$ cat config.mk
export PLATFORM = sky130hd
export DESIGN_NAME = itm_channel
export DESIGN_NICKNAME = d
export VERILOG_FILES = /design/src/rtl/itm_pkg.sv /design/src/rtl/itm_channel.sv /design/src/rtl/itm_edge_sync.sv /design/src/rtl/itm_time_counter.sv
export SDC_FILE = /design/constraint.sdc
export NUM_CORES = 1
export LEC_CHECK = 0
export BUFFER_PORTS_ARGS = -buffer_cell sky130_fd_sc_hd__clkbuf_2
export CORE_UTILIZATION = 52
export DETAILED_ROUTE_END_ITERATION = 8
export PLACE_DENSITY = 0.74
export SLEW_MARGIN = 20
export SYNTH_ARGS = -nofsm -noshare
export SYNTH_HDL_FRONTEND = slang
export SYNTH_SLANG_ARGS = --single-unit
$ cat constraint.sdc
create_clock -name aclk -period 6.1 [get_ports aclk]
set_input_delay 0.305 -clock aclk [delete_from_list [all_inputs] [get_ports aclk]]
set_output_delay 0.305 -clock aclk [all_outputs]
set_load 0.005 [all_outputs]
$ cat src/rtl/itm_pkg.sv
/*
 package for the integrator and time measure channel: register map of the
 AXI4-Lite slave, control field layouts, reset values and widths.
 assumes one 32-bit AXI4-Lite data bus with word-aligned registers.
*/
// Functional notes
// (RULE1) integrator is 32-bit signed running accumulator
// (RULE2) integrator off: cleared, input passed straight through
// (RULE3) mode bit: 1 hold strobe, 0 sample count
// (RULE4) hold edge copies sum out, clears accumulator
// (RULE5) oversampling sums ratio samples, 1 to 128
// (RULE6) one sample per sinc output word only
// (RULE7) sinc enable starts a fresh oversampling cycle
// (RULE8) sync start rising edge restarts all accumulators
// (RULE9) oversampling overflow when magnitude reaches maximum
// (RULE10) hold mode overflow beyond either signed limit
// (RULE11) overflow clears accumulator, integration keeps going
// (RULE12) narrow output is bits 15+shift down to shift; the code keeps bits 14+shift down to shift under the sign bit
// (RULE13) narrow output sign always full word sign
// (RULE14) bypass setup feeds raw modulator bits in
// (RULE15) demodulation only when on and calibrated
// (RULE16) timer counts modulator or system clock cycles
// (RULE17) time counter spans 65536 counts
// (RULE18) kind 1 counts modulator clocks between hold edges
// (RULE19) hold edge loads time, restarts counter
// (RULE20) kind 0 counts system clocks from new data
// (RULE21) wrap flag on top-to-zero, cleared by status read
// (RULE22) strobes and modulator clock synchronised before edges
package itm_pkg;

   // register byte offsets
   localparam logic [7:0] ADDR_CTRL = 8'h00;
   localparam logic [7:0] ADDR_CFG = 8'h04;
   localparam logic [7:0] ADDR_STATUS = 8'h08;
   localparam logic [7:0] ADDR_DATA = 8'h0C;
   localparam logic [7:0] ADDR_TIME = 8'h10;

   // status bit positions
   localparam int STAT_OVF_BIT = 0;
   localparam int STAT_WRAP_BIT = 1;
   localparam int STAT_DEMOD_BIT = 2;

   // widths
   localparam int ACC_W = 32;
   localparam int TIME_W = 16;
   localparam int CTRL_W = 10;
   localparam int CFG_W = 22;

   // sinc structure code meaning first order
   localparam logic [1:0] ORDER_FIRST = 2'h0;

   // axi responses
   localparam logic [1:0] RESP_OKAY = 2'h0;
   localparam logic [1:0] RESP_SLVERR = 2'h2;

   // control word, msb field first
   typedef struct packed {
      logic [1:0] sinc_order;
      logic sinc_path_on;
      logic module_sync_start;
      logic demod_on;
      logic timer_kind_select;
      logic wide_output_select;
      logic hold_source_select;
      logic accumulate_mode_select;
      logic integrator_on;
   } itm_ctrl_type;

   // configuration word, msb field first
   typedef struct packed {
      logic [4:0] left_move_count;
      logic [8:0] sinc_ratio;
      logic [7:0] accumulate_ratio;
   } itm_cfg_type;

   localparam logic [CTRL_W-1:0] CTRL_RESET = 10'h000;
   localparam logic [CFG_W-1:0] CFG_RESET = 22'h000101;
   localparam logic [15:0] SHIFT_MAX = 16'h0010;

endpackage : itm_pkg

$ cat src/rtl/itm_channel.sv
/*
 integrator and time measure channel with an AXI4-Lite register slave.
 assumes sinc words arrive as one-cycle valid pulses on aclk, and that
 hold strobes, modulator clock and modulator bit are asynchronous pins.
*/
// Our own choices: the AXI4-Lite interface to the registers and the register addresses.
`timescale 1ns/1ns
module itm_channel #(
   parameter int ADDR_W = 8,
   parameter int MAX_RATIO = 128
) (
   input wire logic aclk,
   input wire logic aresetn,
   input wire logic clk_en,
   input wire logic [ADDR_W-1:0] s_axi_awaddr,
   input wire logic [2:0] s_axi_awprot,
   input wire logic s_axi_awvalid,
   output logic s_axi_awready,
   input wire logic [31:0] s_axi_wdata,
   input wire logic [3:0] s_axi_wstrb,
   input wire logic s_axi_wvalid,
   output logic s_axi_wready,
   output logic [1:0] s_axi_bresp,
   output logic s_axi_bvalid,
   input wire logic s_axi_bready,
   input wire logic [ADDR_W-1:0] s_axi_araddr,
   input wire logic [2:0] s_axi_arprot,
   input wire logic s_axi_arvalid,
   output logic s_axi_arready,
   output logic [31:0] s_axi_rdata,
   output logic [1:0] s_axi_rresp,
   output logic s_axi_rvalid,
   input wire logic s_axi_rready,
   input wire logic [31:0] sinc_data,
   input wire logic sinc_valid,
   input wire logic sinc_enable,
   input wire logic mod_clk,
   input wire logic mod_data,
   input wire logic [1:0] hold_strobe_input,
   input wire logic phase_cal_done,
   output logic [31:0] data_out,
   output logic data_new,
   output logic [15:0] time_out,
   output logic demod_active,
   output logic sync_start_pulse,
   output logic accumulator_overflow_flag,
   output logic timer_wrap_flag
);

   itm_pkg::itm_ctrl_type ctrl_q;
   itm_pkg::itm_cfg_type cfg_q;

   logic [ADDR_W-1:0] awaddr_q;
   logic aw_held_q;
   logic [31:0] wdata_q;
   logic [3:0] wstrb_q;
   logic w_held_q;
   logic bvalid_q;
   logic [1:0] bresp_q;
   logic rvalid_q;
   logic [31:0] rdata_q;
   logic [1:0] rresp_q;
   logic do_write;
   logic do_read;
   logic status_read;

   logic [3:0] sync_level;
   logic [3:0] sync_rise;
   logic hold_rise;
   logic mod_rise;

   logic sinc_en_q;
   logic sync_start_q;
   logic restart;
   logic bypass;
   logic signed [31:0] sample;
   logic sample_valid;
   logic signed [31:0] acc_q;
   logic signed [32:0] sum;
   logic ovf_os;
   logic ovf_sh;
   logic ovf;
   logic [7:0] count_q;
   logic [7:0] eff_ratio;
   logic period_end;
   logic [31:0] data_q;
   logic data_new_q;
   logic ovf_flag_q;
   logic wrap_flag_q;
   logic wrap_pulse;
   logic [31:0] shifted;
   logic [4:0] shift_amt;
   logic [15:0] time_q;

   // ------------------------------------------------------------ bus slave
   assign s_axi_awready = clk_en & ~aw_held_q & ~bvalid_q;
   assign s_axi_wready = clk_en & ~w_held_q & ~bvalid_q;
   assign s_axi_bvalid = bvalid_q;
   assign s_axi_bresp = bresp_q;
   assign s_axi_arready = clk_en & ~rvalid_q;
   assign s_axi_rvalid = rvalid_q;
   assign s_axi_rdata = rdata_q;
   assign s_axi_rresp = rresp_q;
   assign do_write = clk_en & aw_held_q & w_held_q & ~bvalid_q;
   assign do_read = s_axi_arvalid & s_axi_arready;
   assign status_read = do_read & (s_axi_araddr == itm_pkg::ADDR_STATUS);

   // byte lane merge for writes
   function automatic logic [31:0] itm_merge(input logic [31:0] old_v,
                                            input logic [31:0] new_v,
                                            input logic [3:0] strb);
      logic [31:0] res;
      res = old_v;
      for (int i = 0; i < 4; i++)
      begin
         if (strb[i])
            res[8*i +: 8] = new_v[8*i +: 8];
      end
      return res;
   endfunction : itm_merge

   // address and data are taken in either order and held until both exist
   always_ff @(posedge aclk)
   begin
      if (!aresetn)
      begin
         aw_held_q <= 1'b0;
         w_held_q <= 1'b0;
         awaddr_q <= '0;
         wdata_q <= 32'h00000000;
         wstrb_q <= 4'h0;
      end
      else if (clk_en)
      begin
         if (s_axi_awvalid && s_axi_awready)
         begin
            aw_held_q <= 1'b1;
            awaddr_q <= s_axi_awaddr;
         end
         else if (do_write)
            aw_held_q <= 1'b0;
         if (s_axi_wvalid && s_axi_wready)
         begin
            w_held_q <= 1'b1;
            wdata_q <= s_axi_wdata;
            wstrb_q <= s_axi_wstrb;
         end
         else if (do_write)
            w_held_q <= 1'b0;
      end
   end

   // register writes and write response
   always_ff @(posedge aclk)
   begin
      if (!aresetn)
      begin
         ctrl_q <= itm_pkg::CTRL_RESET;
         cfg_q <= itm_pkg::CFG_RESET;
         bvalid_q <= 1'b0;
         bresp_q <= itm_pkg::RESP_OKAY;
      end
      else if (clk_en)
      begin
         if (do_write)
         begin
            bvalid_q <= 1'b1;
            bresp_q <= itm_pkg::RESP_OKAY;
            case (awaddr_q)
               itm_pkg::ADDR_CTRL:
                  ctrl_q <= itm_pkg::CTRL_W'(itm_merge(32'(ctrl_q), wdata_q, wstrb_q));
               itm_pkg::ADDR_CFG:
                  cfg_q <= itm_pkg::CFG_W'(itm_merge(32'(cfg_q), wdata_q, wstrb_q));
               itm_pkg::ADDR_STATUS, itm_pkg::ADDR_DATA, itm_pkg::ADDR_TIME:
                  bresp_q <= itm_pkg::RESP_OKAY; // read-only, write ignored
               default:
                  bresp_q <= itm_pkg::RESP_SLVERR;
            endcase
         end
         else if (bvalid_q && s_axi_bready)
            bvalid_q <= 1'b0;
      end
   end

   // read data captured at the address handshake
   always_ff @(posedge aclk)
   begin
      if (!aresetn)
      begin
         rvalid_q <= 1'b0;
         rdata_q <= 32'h00000000;
         rresp_q <= itm_pkg::RESP_OKAY;
      end
      else if (clk_en)
      begin
         if (do_read)
         begin
            rvalid_q <= 1'b1;
            rresp_q <= itm_pkg::RESP_OKAY;
            case (s_axi_araddr)
               itm_pkg::ADDR_CTRL: rdata_q <= 32'(ctrl_q);
               itm_pkg::ADDR_CFG: rdata_q <= 32'(cfg_q);
               itm_pkg::ADDR_STATUS:
               begin
                  rdata_q <= 32'h00000000;
                  rdata_q[itm_pkg::STAT_OVF_BIT] <= ovf_flag_q;
                  rdata_q[itm_pkg::STAT_WRAP_BIT] <= wrap_flag_q;
                  rdata_q[itm_pkg::STAT_DEMOD_BIT] <= demod_active;
               end
               itm_pkg::ADDR_DATA: rdata_q <= data_out;
               itm_pkg::ADDR_TIME: rdata_q <= 32'(time_q);
               default:
               begin
                  rdata_q <= 32'h00000000;
                  rresp_q <= itm_pkg::RESP_SLVERR;
               end
            endcase
         end
         else if (rvalid_q && s_axi_rready)
            rvalid_q <= 1'b0;
      end
   end

   // ------------------------------------------------------------ pin inputs
   itm_edge_sync #(
      .WIDTH(4)
   ) u_sync (
      .aclk(aclk),
      .aresetn(aresetn),
      .clk_en(clk_en),
      .async_in({mod_data, mod_clk, hold_strobe_input}),
      .level_out(sync_level),
      .rise_out(sync_rise)
   );

   // chosen strobe edge and modulator clock edge
   assign hold_rise = ctrl_q.hold_source_select ? sync_rise[1] : sync_rise[0];
   assign mod_rise = sync_rise[2];

   // ------------------------------------------------------------ integrator
   // bypass only with the documented first-order, ratio one setup
   assign bypass = ctrl_q.sinc_path_on && (ctrl_q.sinc_order == itm_pkg::ORDER_FIRST)
                   && (cfg_q.sinc_ratio == 9'h001); // see (RULE14)

   // raw bit maps to plus or minus one at each rising modulator clock edge
   always_comb
   begin
      if (bypass)
      begin
         sample = sync_level[3] ? 32'sh00000001 : 32'shFFFFFFFF; // see (RULE14)
         sample_valid = mod_rise;
      end
      else
      begin
         sample = sinc_data;
         sample_valid = sinc_valid & clk_en; // see (RULE6)
      end
   end

   // start conditions remembered for edge detection
   always_ff @(posedge aclk)
   begin
      if (!aresetn)
      begin
         sinc_en_q <= 1'b0;
         sync_start_q <= 1'b0;
      end
      else if (clk_en)
      begin
         sinc_en_q <= sinc_enable;
         sync_start_q <= ctrl_q.module_sync_start;
      end
   end

   assign sync_start_pulse = clk_en & ctrl_q.module_sync_start & ~sync_start_q; // see (RULE8)
   assign restart = sync_start_pulse
                    | (clk_en & sinc_enable & ~sinc_en_q
                       & ~ctrl_q.accumulate_mode_select); // see (RULE7)

   // ratio zero behaves as one, anything above the maximum is clamped
   assign eff_ratio = (cfg_q.accumulate_ratio == 8'h00) ? 8'h01 :
                      (cfg_q.accumulate_ratio > 8'(MAX_RATIO)) ? 8'(MAX_RATIO) :
                      cfg_q.accumulate_ratio; // see (RULE5)
   assign period_end = (count_q == eff_ratio - 8'h01);

   // 33-bit sum exposes both signed limits
   assign sum = 33'(acc_q) + 33'(sample); // see (RULE1)
   assign ovf_os = (sum >= 33'sh07FFFFFFF) || (sum <= -33'sh080000000); // see (RULE9)
   assign ovf_sh = (sum > 33'sh07FFFFFFF) || (sum < -33'sh080000000); // see (RULE10)
   assign ovf = sample_valid && ctrl_q.integrator_on &&
                (ctrl_q.accumulate_mode_select ? ovf_sh : ovf_os);

   // accumulator, sample count and output word
   always_ff @(posedge aclk)
   begin
      if (!aresetn)
      begin
         acc_q <= 32'sh00000000;
         count_q <= 8'h00;
         data_q <= 32'h00000000;
         data_new_q <= 1'b0;
      end
      else if (clk_en)
      begin
         data_new_q <= 1'b0;
         if (!ctrl_q.integrator_on)
         begin
            acc_q <= 32'sh00000000; // see (RULE2)
            count_q <= 8'h00;
            if (sample_valid)
            begin
               data_q <= sample; // see (RULE2)
               data_new_q <= 1'b1;
            end
         end
         else if (restart)
         begin
            acc_q <= 32'sh00000000; // see (RULE8)
            count_q <= 8'h00;
         end
         else if (ctrl_q.accumulate_mode_select) // see (RULE3)
         begin
            // hold edge reports the sum gathered so far; a sample in the same
            // cycle starts the next period instead of being dropped
            if (hold_rise)
            begin
               data_q <= acc_q; // see (RULE4)
               data_new_q <= 1'b1;
               acc_q <= sample_valid ? sample : 32'sh00000000; // see (RULE4)
            end
            else if (ovf)
               acc_q <= 32'sh00000000; // see (RULE11)
            else if (sample_valid)
               acc_q <= sum[31:0];
            count_q <= 8'h00;
         end
         else if (sample_valid)
         begin
            if (period_end)
            begin
               data_q <= sum[31:0]; // see (RULE5)
               data_new_q <= 1'b1;
               acc_q <= 32'sh00000000;
               count_q <= 8'h00;
            end
            else
            begin
               acc_q <= ovf ? 32'sh00000000 : sum[31:0]; // see (RULE11)
               count_q <= count_q + 8'h01;
            end
         end
      end
   end

   // ------------------------------------------------------------ output window
   // shift beyond sixteen would pull copies of the sign bit into the 15-bit window, so it is capped
   assign shift_amt = (16'(cfg_q.left_move_count) > itm_pkg::SHIFT_MAX) ?
                      5'(itm_pkg::SHIFT_MAX) : cfg_q.left_move_count;
   assign shifted = 32'($signed(data_q) >>> shift_amt); // see (RULE12)
   assign data_out = ctrl_q.wide_output_select ? data_q :
                     {{16{data_q[31]}}, data_q[31], shifted[14:0]}; // see (RULE13)
   assign data_new = data_new_q;

   // ------------------------------------------------------------ time measure
   itm_time_counter #(
      .WIDTH(itm_pkg::TIME_W)
   ) u_timer (
      .aclk(aclk),
      .aresetn(aresetn),
      .clk_en(clk_en),
      .tick(ctrl_q.timer_kind_select ? mod_rise : clk_en), // see (RULE16)
      .capture(hold_rise), // see (RULE18)
      .clear(~ctrl_q.timer_kind_select & data_new_q), // see (RULE20)
      .time_q(time_q),
      .wrap_pulse(wrap_pulse)
   );
   assign time_out = time_q;

   // sticky flags: a new event in the clearing read's cycle wins
   always_ff @(posedge aclk)
   begin
      if (!aresetn)
      begin
         ovf_flag_q <= 1'b0;
         wrap_flag_q <= 1'b0;
      end
      else if (clk_en)
      begin
         if (ovf)
            ovf_flag_q <= 1'b1; // see (RULE9)
         else if (status_read)
            ovf_flag_q <= 1'b0;
         if (wrap_pulse)
            wrap_flag_q <= 1'b1; // see (RULE21)
         else if (status_read)
            wrap_flag_q <= 1'b0; // see (RULE21)
      end
   end

   assign accumulator_overflow_flag = ovf_flag_q;
   assign timer_wrap_flag = wrap_flag_q;
   // demodulation path gated by enable and calibration
   assign demod_active = ctrl_q.demod_on & phase_cal_done; // see (RULE15)

endmodule : itm_channel

$ cat src/rtl/itm_edge_sync.sv
/*
 two-flop synchroniser with rising edge detection for a group of bits.
 assumes inputs are asynchronous levels, each slower than half of aclk.
*/
`timescale 1ns/1ns
module itm_edge_sync #(
   parameter int WIDTH = 4
) (
   input wire logic aclk,
   input wire logic aresetn,
   input wire logic clk_en,
   input wire logic [WIDTH-1:0] async_in,
   output logic [WIDTH-1:0] level_out,
   output logic [WIDTH-1:0] rise_out
);

   logic [WIDTH-1:0] meta_q;
   logic [WIDTH-1:0] sync_q;
   logic [WIDTH-1:0] prev_q;

   // first stage read only by second stage
   always_ff @(posedge aclk)
   begin
      if (!aresetn)
      begin
         meta_q <= '0;
         sync_q <= '0;
         prev_q <= '0;
      end
      else if (clk_en)
      begin
         meta_q <= async_in; // see (RULE22)
         sync_q <= meta_q;
         prev_q <= sync_q;
      end
   end

   // one pulse per rising edge, gated by the enable so a frozen block sees none
   assign rise_out = sync_q & ~prev_q & {WIDTH{clk_en}}; // see (RULE22)
   assign level_out = sync_q;

endmodule : itm_edge_sync

$ cat src/rtl/itm_time_counter.sv
/*
 16-bit time measure counter with capture register and wrap pulse.
 assumes capture and clear are single-cycle pulses on aclk, tick a per-cycle count enable.
*/
`timescale 1ns/1ns
module itm_time_counter #(
   parameter int WIDTH = itm_pkg::TIME_W
) (
   input wire logic aclk,
   input wire logic aresetn,
   input wire logic clk_en,
   input wire logic tick,
   input wire logic capture,
   input wire logic clear,
   output logic [WIDTH-1:0] time_q,
   output logic wrap_pulse
);

   logic [WIDTH-1:0] count_q;

   // capture wins over clear so a hold edge always reports
   always_ff @(posedge aclk)
   begin
      if (!aresetn)
      begin
         count_q <= '0;
         time_q <= '0;
      end
      else if (clk_en)
      begin
         if (capture)
         begin
            time_q <= count_q; // see (RULE19)
            count_q <= '0;
         end
         else if (clear)
            count_q <= '0; // see (RULE20)
         else if (tick)
            count_q <= count_q + 1'b1; // see (RULE17)
      end
   end

   // wrap from all ones to zero on a plain tick
   assign wrap_pulse = clk_en & tick & ~capture & ~clear & (&count_q); // see (RULE21)

endmodule : itm_time_counter

== Word level (Yosys, flattened, before mapping) ==
Cells that the tools add are included.
Word-level totals
  word-level logic and storage cells: 199
  output and inout bits: 94
  register bits after elaboration: 225
Operators by class
  reduce and logical (&&, ||, !) cells: 46
  add/subtract/negate cells: 4
  shifts and indexed selects: 1
  $lt $le $gt $ge: 6
  bitwise gates (word level): 36
  eq/ne operators: 15
  mux-type cells: 55
Operators with widths (number)
  $mux 32: 19
  $pmux 32 s5: 1
  $mux 8: 7
  $mux 16: 3
  $add 32x32->33: 1
  $ge 33x32->1 const B: 1
  $gt 33x32->1 const B: 1
  $le 33x32->1 const B: 1
  $lt 33x32->1 const B: 1
  $eq 8x4->1 const B: 4
  $sshr 32x5->15: 1
  $mux 31: 1
  $reduce_and 2->1: 13
  $logic_not 8->1: 3
  $and 1x1->1: 22
  $mux 1: 21
  $reduce_and 4->1: 5
  $add 16x1->16 const B: 1
  $eq 8x3->1 const B: 2
  $eq 8x5->1 const B: 2
  $reduce_and 16->1: 1
  $reduce_bool 2->1: 7
  $not 1->1: 10
  $reduce_or 5->1: 2
  other kinds (22): 33

== Longest topological paths before layout ==
  depth in word-level cells: 15
  depth in mapped cells: 22

== Cells and area by module ==
Synthesis repeated with hierarchy kept, for this count alone.
Second synthesis, totals
  cell total of the unflattened synthesis: 1891
  area total of the unflattened synthesis: 14579.0 µm²
Modules (own cells, without submodules)
  itm_channel: area an instance 12688.4 µm², times used 1, seq. area each 3603.5 µm², cells each 1673
  itm_time_counter: area an instance 1393.8 µm², times used 1, seq. area each 640.6 µm², cells each 174
  itm_edge_sync: area an instance 496.7 µm², times used 1, seq. area each 240.2 µm², cells each 44

== Least setup slack after synthesis ==
OpenSTA, ideal clock, no wires.
  path kind: flip-flop to flip-flop
  start point: register ctrl_q[9] in the netlist's numbering
  end point: register acc_q[19]
  arrival time: 4.641 ns
  library setup time: 0.130 ns
  stages on the path, launching flop included: 22
  setup slack: 1.329 ns
  cell sequence: dfxtp_1 -> nor4b_1 -> nand3_1 -> nor2_1 -> clkbuf_1 -> clkbuf_1 -> a21oi_1 -> inv_1 -> ha_1 -> a211oi_2 -> o21ai_2 -> xor2_1 -> or4_1 -> or3_4 -> nor4_4 -> nand4_2 -> o31ai_4 -> o21ai_2 -> nand3_2 -> buf_6 -> buf_6 -> a221oi_2
Between the ends
  word-level cells in the longest chain between the ends: 15
RTL lines
  start: declaration: RTL line itm_channel.sv:50  | itm_pkg::itm_ctrl_type ctrl_q;
  start signal: assignment: RTL line itm_channel.sv:158  | ctrl_q <= itm_pkg::CTRL_RESET;
  start signal: assignment: RTL line itm_channel.sv:171  | ctrl_q <= itm_pkg::CTRL_W'(itm_merge(32'(ctrl_q), wdata_q, wstrb_q));
  $logic_not 2->1 *: RTL line itm_channel.sv:242  | assign bypass = ctrl_q.sinc_path_on && (ctrl_q.sinc_order == itm_pkg::ORDER_FIRST)
  $logic_and 1x1->1 *: RTL line itm_channel.sv:242
  $logic_and 1x1->1 *: RTL line itm_channel.sv:243  | && (cfg_q.sinc_ratio == 9'h001);
  $mux 32: RTL line itm_channel.sv:248  | if (bypass)
  $add 32x32->33: RTL line itm_channel.sv:287  | assign sum = 33'(acc_q) + 33'(sample);
  $ge 33x32->1 (tied with other cells): RTL line itm_channel.sv:288  | assign ovf_os = (sum >= 33'sh07FFFFFFF) || (sum <= -33'sh080000000);
  $logic_or 1x1->1 (on tied branches): RTL line itm_channel.sv:288, itm_channel.sv:289
  $mux 1: RTL line itm_channel.sv:291  | (ctrl_q.accumulate_mode_select ? ovf_sh : ovf_os);
  $logic_and 1x1->1: RTL line itm_channel.sv:290  | assign ovf = sample_valid && ctrl_q.integrator_on &&
  $mux 32: RTL line itm_channel.sv:348  | acc_q <= ovf ? 32'sh00000000 : sum[31:0];
  $mux 32: RTL line itm_channel.sv:339  | if (period_end)
  $mux 32: RTL line itm_channel.sv:337  | else if (sample_valid)
  $mux 32: RTL line itm_channel.sv:321  | else if (ctrl_q.accumulate_mode_select)
  $mux 32: RTL line itm_channel.sv:316  | else if (restart)
  $mux 32: RTL line itm_channel.sv:306  | if (!ctrl_q.integrator_on)
  end signal: assignment: RTL line itm_channel.sv:329  | acc_q <= sample_valid ? sample : 32'sh00000000;
  end signal: assignment: RTL line itm_channel.sv:334  | acc_q <= sum[31:0];
  end signal: assignment: RTL line itm_channel.sv:348
  end: declaration: RTL line itm_channel.sv:78  | logic signed [31:0] acc_q;
Mark *: on every way between the ends. The rest lies on a longest branch, timed or not. The select of a mux whose other input is x is not followed.
A chain may end at the register's enable or synchronous reset.

== Worst setup path in the final report ==
  start point: register cfg_q[11] in the netlist's numbering
  end point: register acc_q[2]
Between the ends
  word-level cells in the longest chain between the ends: 14
RTL lines
  start: declaration: RTL line itm_channel.sv:51  | itm_pkg::itm_cfg_type cfg_q;
  start signal: assignment: RTL line itm_channel.sv:159  | cfg_q <= itm_pkg::CFG_RESET;
  start signal: assignment: RTL line itm_channel.sv:173  | cfg_q <= itm_pkg::CFG_W'(itm_merge(32'(cfg_q), wdata_q, wstrb_q));
  $eq 9x1->1 *: RTL line itm_channel.sv:243
  $logic_and 1x1->1 *: RTL line itm_channel.sv:243
  $mux 32: RTL line itm_channel.sv:248
  $add 32x32->33: RTL line itm_channel.sv:287
  $ge 33x32->1 (tied with other cells): RTL line itm_channel.sv:288
  $logic_or 1x1->1 (on tied branches): RTL line itm_channel.sv:288, itm_channel.sv:289
  $mux 1: RTL line itm_channel.sv:291
  $logic_and 1x1->1: RTL line itm_channel.sv:290
  $mux 32: RTL line itm_channel.sv:348
  $mux 32: RTL line itm_channel.sv:339
  $mux 32: RTL line itm_channel.sv:337
  $mux 32: RTL line itm_channel.sv:321
  $mux 32: RTL line itm_channel.sv:316
  $mux 32: RTL line itm_channel.sv:306
Marks and branches as above.

==> metrics.txt <==
# TYPE chip_impl_metric gauge
chip_impl_metric{name="drt-pass1-iter-count",unit=""} 6
chip_impl_info{name="yosys.cell_count.top_type",value="nand2_1"} 1
chip_impl_metric{name="clock_insertion_delay_worst_skew",unit="ns"} 0.54
chip_impl_info{name="synth_commonest_cells",value="341 x nand2_1, 223 x dfxtp_1, 191 x a21oi_1"} 1
chip_impl_metric{name="cts_buffers",unit=""} 25
chip_impl_metric{name="period_utilization_post_route",unit=""} 0.908
chip_impl_metric{name="total_leakage_power",unit="nW"} 6.78
chip_impl_info{name="synth.largest_area_cell",value="dfxtp_1"} 1
chip_impl_metric{name="cp_data_arrival_time",unit="ns"} 5.91
chip_impl_info{name="timing.hold.worst.class",value="input pin to flop"} 1
chip_impl_metric{name="max_slew_margin",unit=""} 0.310
chip_impl_metric{name="setup_viol",unit=""} 0
chip_impl_metric{name="ant_nets",unit=""} 0
chip_impl_metric{name="postCtsSetupBuffers",unit=""} 0
chip_impl_metric{name="crit_path_max_incr_delay",unit="ns"} 0.60
chip_impl_metric{name="detail_route.wirelength.met1",unit="mm"} 21.3
chip_impl_metric{name="synth_top_cell_area_share",unit=""} 0.300
chip_impl_metric{name="worst_hold_path.num_cells",unit=""} 3
chip_impl_metric{name="cp_data_required_time",unit="ns"} 6.47
chip_impl_metric{name="met3WireLength",unit="mm"} 4.26
chip_impl_info{name="rr_startpoint",value="cfg_q[11]$_SDFFE_PN0P_"} 1
chip_impl_metric{name="clock_sinks",unit=""} 223
chip_impl_metric{name="number_of_flops_mapped_to_enable_cells_by_yosys",unit=""} 0
chip_impl_info{name="holdCritStartpoint",value="mod_clk"} 1
chip_impl_metric{name="netSwitchingFraction",unit=""} 0.257
chip_impl_info{name="min_delay_worst_endpoint",value="u_sync.meta_q[2]$_SDFFE_PN0P_"} 1
chip_impl_metric{name="largest_voltage_drop_on_the_vdd_net",unit="V"} 0.000195
chip_impl_info{name="main_synth_ff_type",value="dfxtp_1"} 1
chip_impl_metric{name="fin_worst_skew",unit="ns"} 0.0144
chip_impl_metric{name="cts.hold.buffers_added",unit=""} 18
chip_impl_metric{name="wire_length_of_the_first_global_routing_pass",unit="mm"} 76.1
chip_impl_metric{name="drt_first_iter_violations",unit=""} 1736
chip_impl_metric{name="final-max-slew-violation-count",unit=""} 0
chip_impl_metric{name="antenna_found_initial",unit=""} 0
chip_impl_metric{name="final.setup.tns",unit="ns"} 0
chip_impl_metric{name="cts_resized",unit=""} 0
chip_impl_info{name="dr.max_layer_used",value="met4"} 1
chip_impl_metric{name="area_occupied_by_registers",unit="um^2"} 4470
chip_impl_metric{name="tightest_slew",unit="ns"} 1.03
chip_impl_metric{name="post-place-ws",unit="ns"} 0.666
chip_impl_metric{name="num_vias",unit=""} 15300
chip_impl_metric{name="cap_viol_max_count",unit=""} 0
chip_impl_metric{name="clk_path_buf_depth",unit=""} 3
chip_impl_info{name="tritoncts",value="done"} 1
chip_impl_metric{name="placement.io_buffers",unit=""} 179
chip_impl_info{name="synth_area_leaders",value="dfxtp_1 30%, mux2i_1 9.5%, nand2_1 8.6%"} 1
chip_impl_metric{name="fmax",unit="GHz"} 0.181
chip_impl_metric{name="postSynthRegisterBits",unit=""} 223
chip_impl_metric{name="footprint_of_the_multi_input_gates",unit="um^2"} 9700
chip_impl_metric{name="fin_ws",unit="ns"} 0.561
chip_impl_metric{name="report.power.total",unit="mW"} 3.65
chip_impl_metric{name="nNetsFinal",unit=""} 2185
chip_impl_metric{name="post-route-drc-count",unit=""} 0
chip_impl_metric{name="initial_utilization",unit=""} 0.532
chip_impl_metric{name="ys_seq_area_frac",unit=""} 0.300
chip_impl_info{name="rsz0062_at_grt",value="false"} 1
chip_impl_info{name="timing.critical_path.from_type",value="flop"} 1
chip_impl_metric{name="grt_overflow_total",unit=""} 0
chip_impl_metric{name="synth_area_per_cell",unit="um^2"} 7.64
chip_impl_metric{name="ys.warnings.count",unit=""} 0
chip_impl_metric{name="post_syn_area",unit="um^2"} 14900
chip_impl_metric{name="synth_async_sr_flop_share",unit=""} 0
chip_impl_metric{name="aggregate_routed_wire_length",unit="mm"} 49.2
chip_impl_info{name="cp-end-kind",value="flop"} 1
chip_impl_metric{name="setup.reg_to_reg.worst_slack",unit="ns"} 0.56
chip_impl_metric{name="clkTransAtPathRegs",unit="ns"} 0.06
chip_impl_metric{name="fraction_of_power_consumed_by_the_clock_network",unit=""} 0.475
chip_impl_metric{name="place_hpwl",unit="mm"} 35.3
chip_impl_metric{name="drive_above_1_share",unit=""} 0.160
chip_impl_info{name="crit_type",value="flop to flop"} 1
chip_impl_metric{name="syn-instance-count",unit=""} 1946
chip_impl_metric{name="area.growth.synth_to_final",unit="%"} 13.8
chip_impl_metric{name="htree_levels",unit=""} 1
chip_impl_metric{name="core",unit="um^2"} 27900
chip_impl_metric{name="detail_route.wl_per_cell",unit="um"} 20.2
chip_impl_metric{name="floorplan_die_area",unit="um^2"} 29300
chip_impl_metric{name="n_fill_cell",unit=""} 2532
chip_impl_metric{name="routed_via_density",unit=""} 6.28
chip_impl_metric{name="final_hold_vios",unit=""} 0
chip_impl_info{name="cts_root_buf",value="clkbuf_16"} 1
chip_impl_metric{name="p_int",unit="mW"} 2.71
chip_impl_metric{name="layout_min_cycle_time",unit="ns"} 5.54
chip_impl_metric{name="die_w",unit="um"} 171
chip_impl_metric{name="rows",unit=""} 61
chip_impl_metric{name="seq_power_share",unit=""} 0.417
chip_impl_info{name="cp_cell_sequence",value="nor4_1, nand3_1, buf_4, a21oi_1, inv_1, ha_1, a211oi_2, o21ai_2, xor2_1, or4_1, or3_4, nor4_4, nand4_2, o31ai_4, o211ai_2, nand3_4, a221oi_1"} 1
chip_impl_info{name="cp_slowest_cell",value="or4_1"} 1
chip_impl_metric{name="yosysUniqueCellTypes",unit=""} 82
chip_impl_metric{name="grt.total_usage",unit=""} 0.328
chip_impl_metric{name="io_pins",unit=""} 199
chip_impl_metric{name="power.density",unit="nW/um^2"} 216
chip_impl_metric{name="critical_path_peak_fanout",unit=""} 33
chip_impl_metric{name="post-route-util",unit=""} 0.606
chip_impl_metric{name="maximum_number_of_pins_on_one_net_before_global_route_repair",unit=""} 91
chip_impl_info{name="run_status",value="finished, final reports clean"} 1
chip_impl_metric{name="timing.reg2reg.worst_path_depth",unit=""} 17
chip_impl_metric{name="finalWeightedCongestion",unit=""} 0.945
chip_impl_metric{name="met2RoutedLength",unit="mm"} 21.7
chip_impl_metric{name="antennaDiodeCount",unit=""} 0
chip_impl_metric{name="power.share.combinational",unit=""} 0.108
chip_impl_metric{name="vias_in_the_first_global_route",unit=""} 13900
chip_impl_info{name="regToRegEndpoint",value="acc_q[2]$_SDFFE_PN0P_"} 1
chip_impl_metric{name="die_height",unit="um"} 171
chip_impl_metric{name="power.net_switching",unit="mW"} 0.936
==> power by group through the flow <==
stage / registers [mW] / logic [mW] / clock network, mW
global route: 1.52 / 0.427 / 1.80
CTS: 1.52 / 0.386 / 1.74
global placement: 1.55 / 0.369 / 0
floorplan: 1.54 / 0.246 / 0
detailed placement: 1.55 / 0.375 / 0
finish: 1.52 / 0.396 / 1.73
==> layout make-up <==
type | count | area share
Multi-Input combinational cell | 1553 | 0.573
Sequential cell | 223 | 0.264
Timing Repair Buffer | 219 | 0.0733
Clock buffer | 33 | 0.0423
Tap cell | 378 | 0.0279
Clock inverter | 13 | 0.0143
Inverter | 22 | 0.00503
==> worst max-delay path: cells and delay by family (launching register included) <==
kind / cells / cell delay (ns)
simple gates: 7 / 2.47
compound gates: 6 / 1.61
buf+inv: 2 / 0.39
flops: 1 / 0.32
fa+ha+maj: 1 / 0.32
xor+xnor: 1 / 0.23
==> how the worst max path moves through the flow <==
stage                        endpoint  slack (ns)                    from  cells after the start
4_1_cts         acc_q[8]$_SDFFE_PN0P_        0.66  cfg_q[11]$_SDFFE_PN0P_                     17
3_5_place_dp    acc_q[8]$_SDFFE_PN0P_        0.67  cfg_q[11]$_SDFFE_PN0P_                     17
5_1_grt         acc_q[2]$_SDFFE_PN0P_        0.33  ctrl_q[9]$_SDFFE_PN0P_                     17
2_1_floorplan  acc_q[19]$_SDFFE_PN0P_        1.33  ctrl_q[9]$_SDFFE_PN0P_                     21
3_3_place_gp    acc_q[9]$_SDFFE_PN0P_        0.75  cfg_q[11]$_SDFFE_PN0P_                     17
6_report        acc_q[2]$_SDFFE_PN0P_        0.56  cfg_q[11]$_SDFFE_PN0P_                     17
==> per-layer routing <==
metal,vias up,track usage
li1,7205,-
met1,7261,0.451
met5,-,0
met3,119,0.0370
met4,0,0.140
met2,754,0.519
==> logic make-up after synthesis <==
logic type                 synth area share
adders and majority gates            0.0308
and+or+nand+nor                       0.225
AOI/OAI and AO/OA                     0.267
xor gates and xnor gates             0.0241
muxes                                 0.104
buffers and inverters                0.0493
other                              0.000252
DFF                                   0.300
==> sequential cells by signal (all words and copies together) (netlist names), 3 cells and up <==
signal / flops
acc_q: 32
awaddr_q: 8
cfg_q: 22
count_q: 8
ctrl_q: 10
data_q: 32
s_axi_rdata: 32
u_sync.level_out: 4
u_sync.meta_q: 4
u_sync.prev_q: 3
u_timer.count_q: 16
u_timer.time_q: 16
wdata_q: 22
wstrb_q: 3
==> through the flow <==
stage          cells  hold slack, ns  instance area [um^2]
6_report        2441         0.00744                 16900
5_1_grt         2441          0.0108                 16900
4_1_cts         2441         0.00103                 16900
3_5_place_dp    2377           0.444                 15800
3_3_place_gp    2377           0.440                 15800
2_1_floorplan   1947           0.431                 14900
==> cell usage in the layout (no fill, tap or decap), types with 21 or more instances in the layout <==
cell	instances
a221oi_2	21
a21o_1	42
clkbuf_2	179
nand3_1	35
a22oi_1	31
a21oi_1	190
buf_4	22
dfxtp_1	221
ha_1	35
nor2_1	187
clkbuf_16	25
mux2i_1	141
and2_1	52
a31o_2	28
o21ai_0	94
xor2_1	24
o211ai_1	46
nand2_1	340
Note: power is estimated with default switching activity, not from simulation.
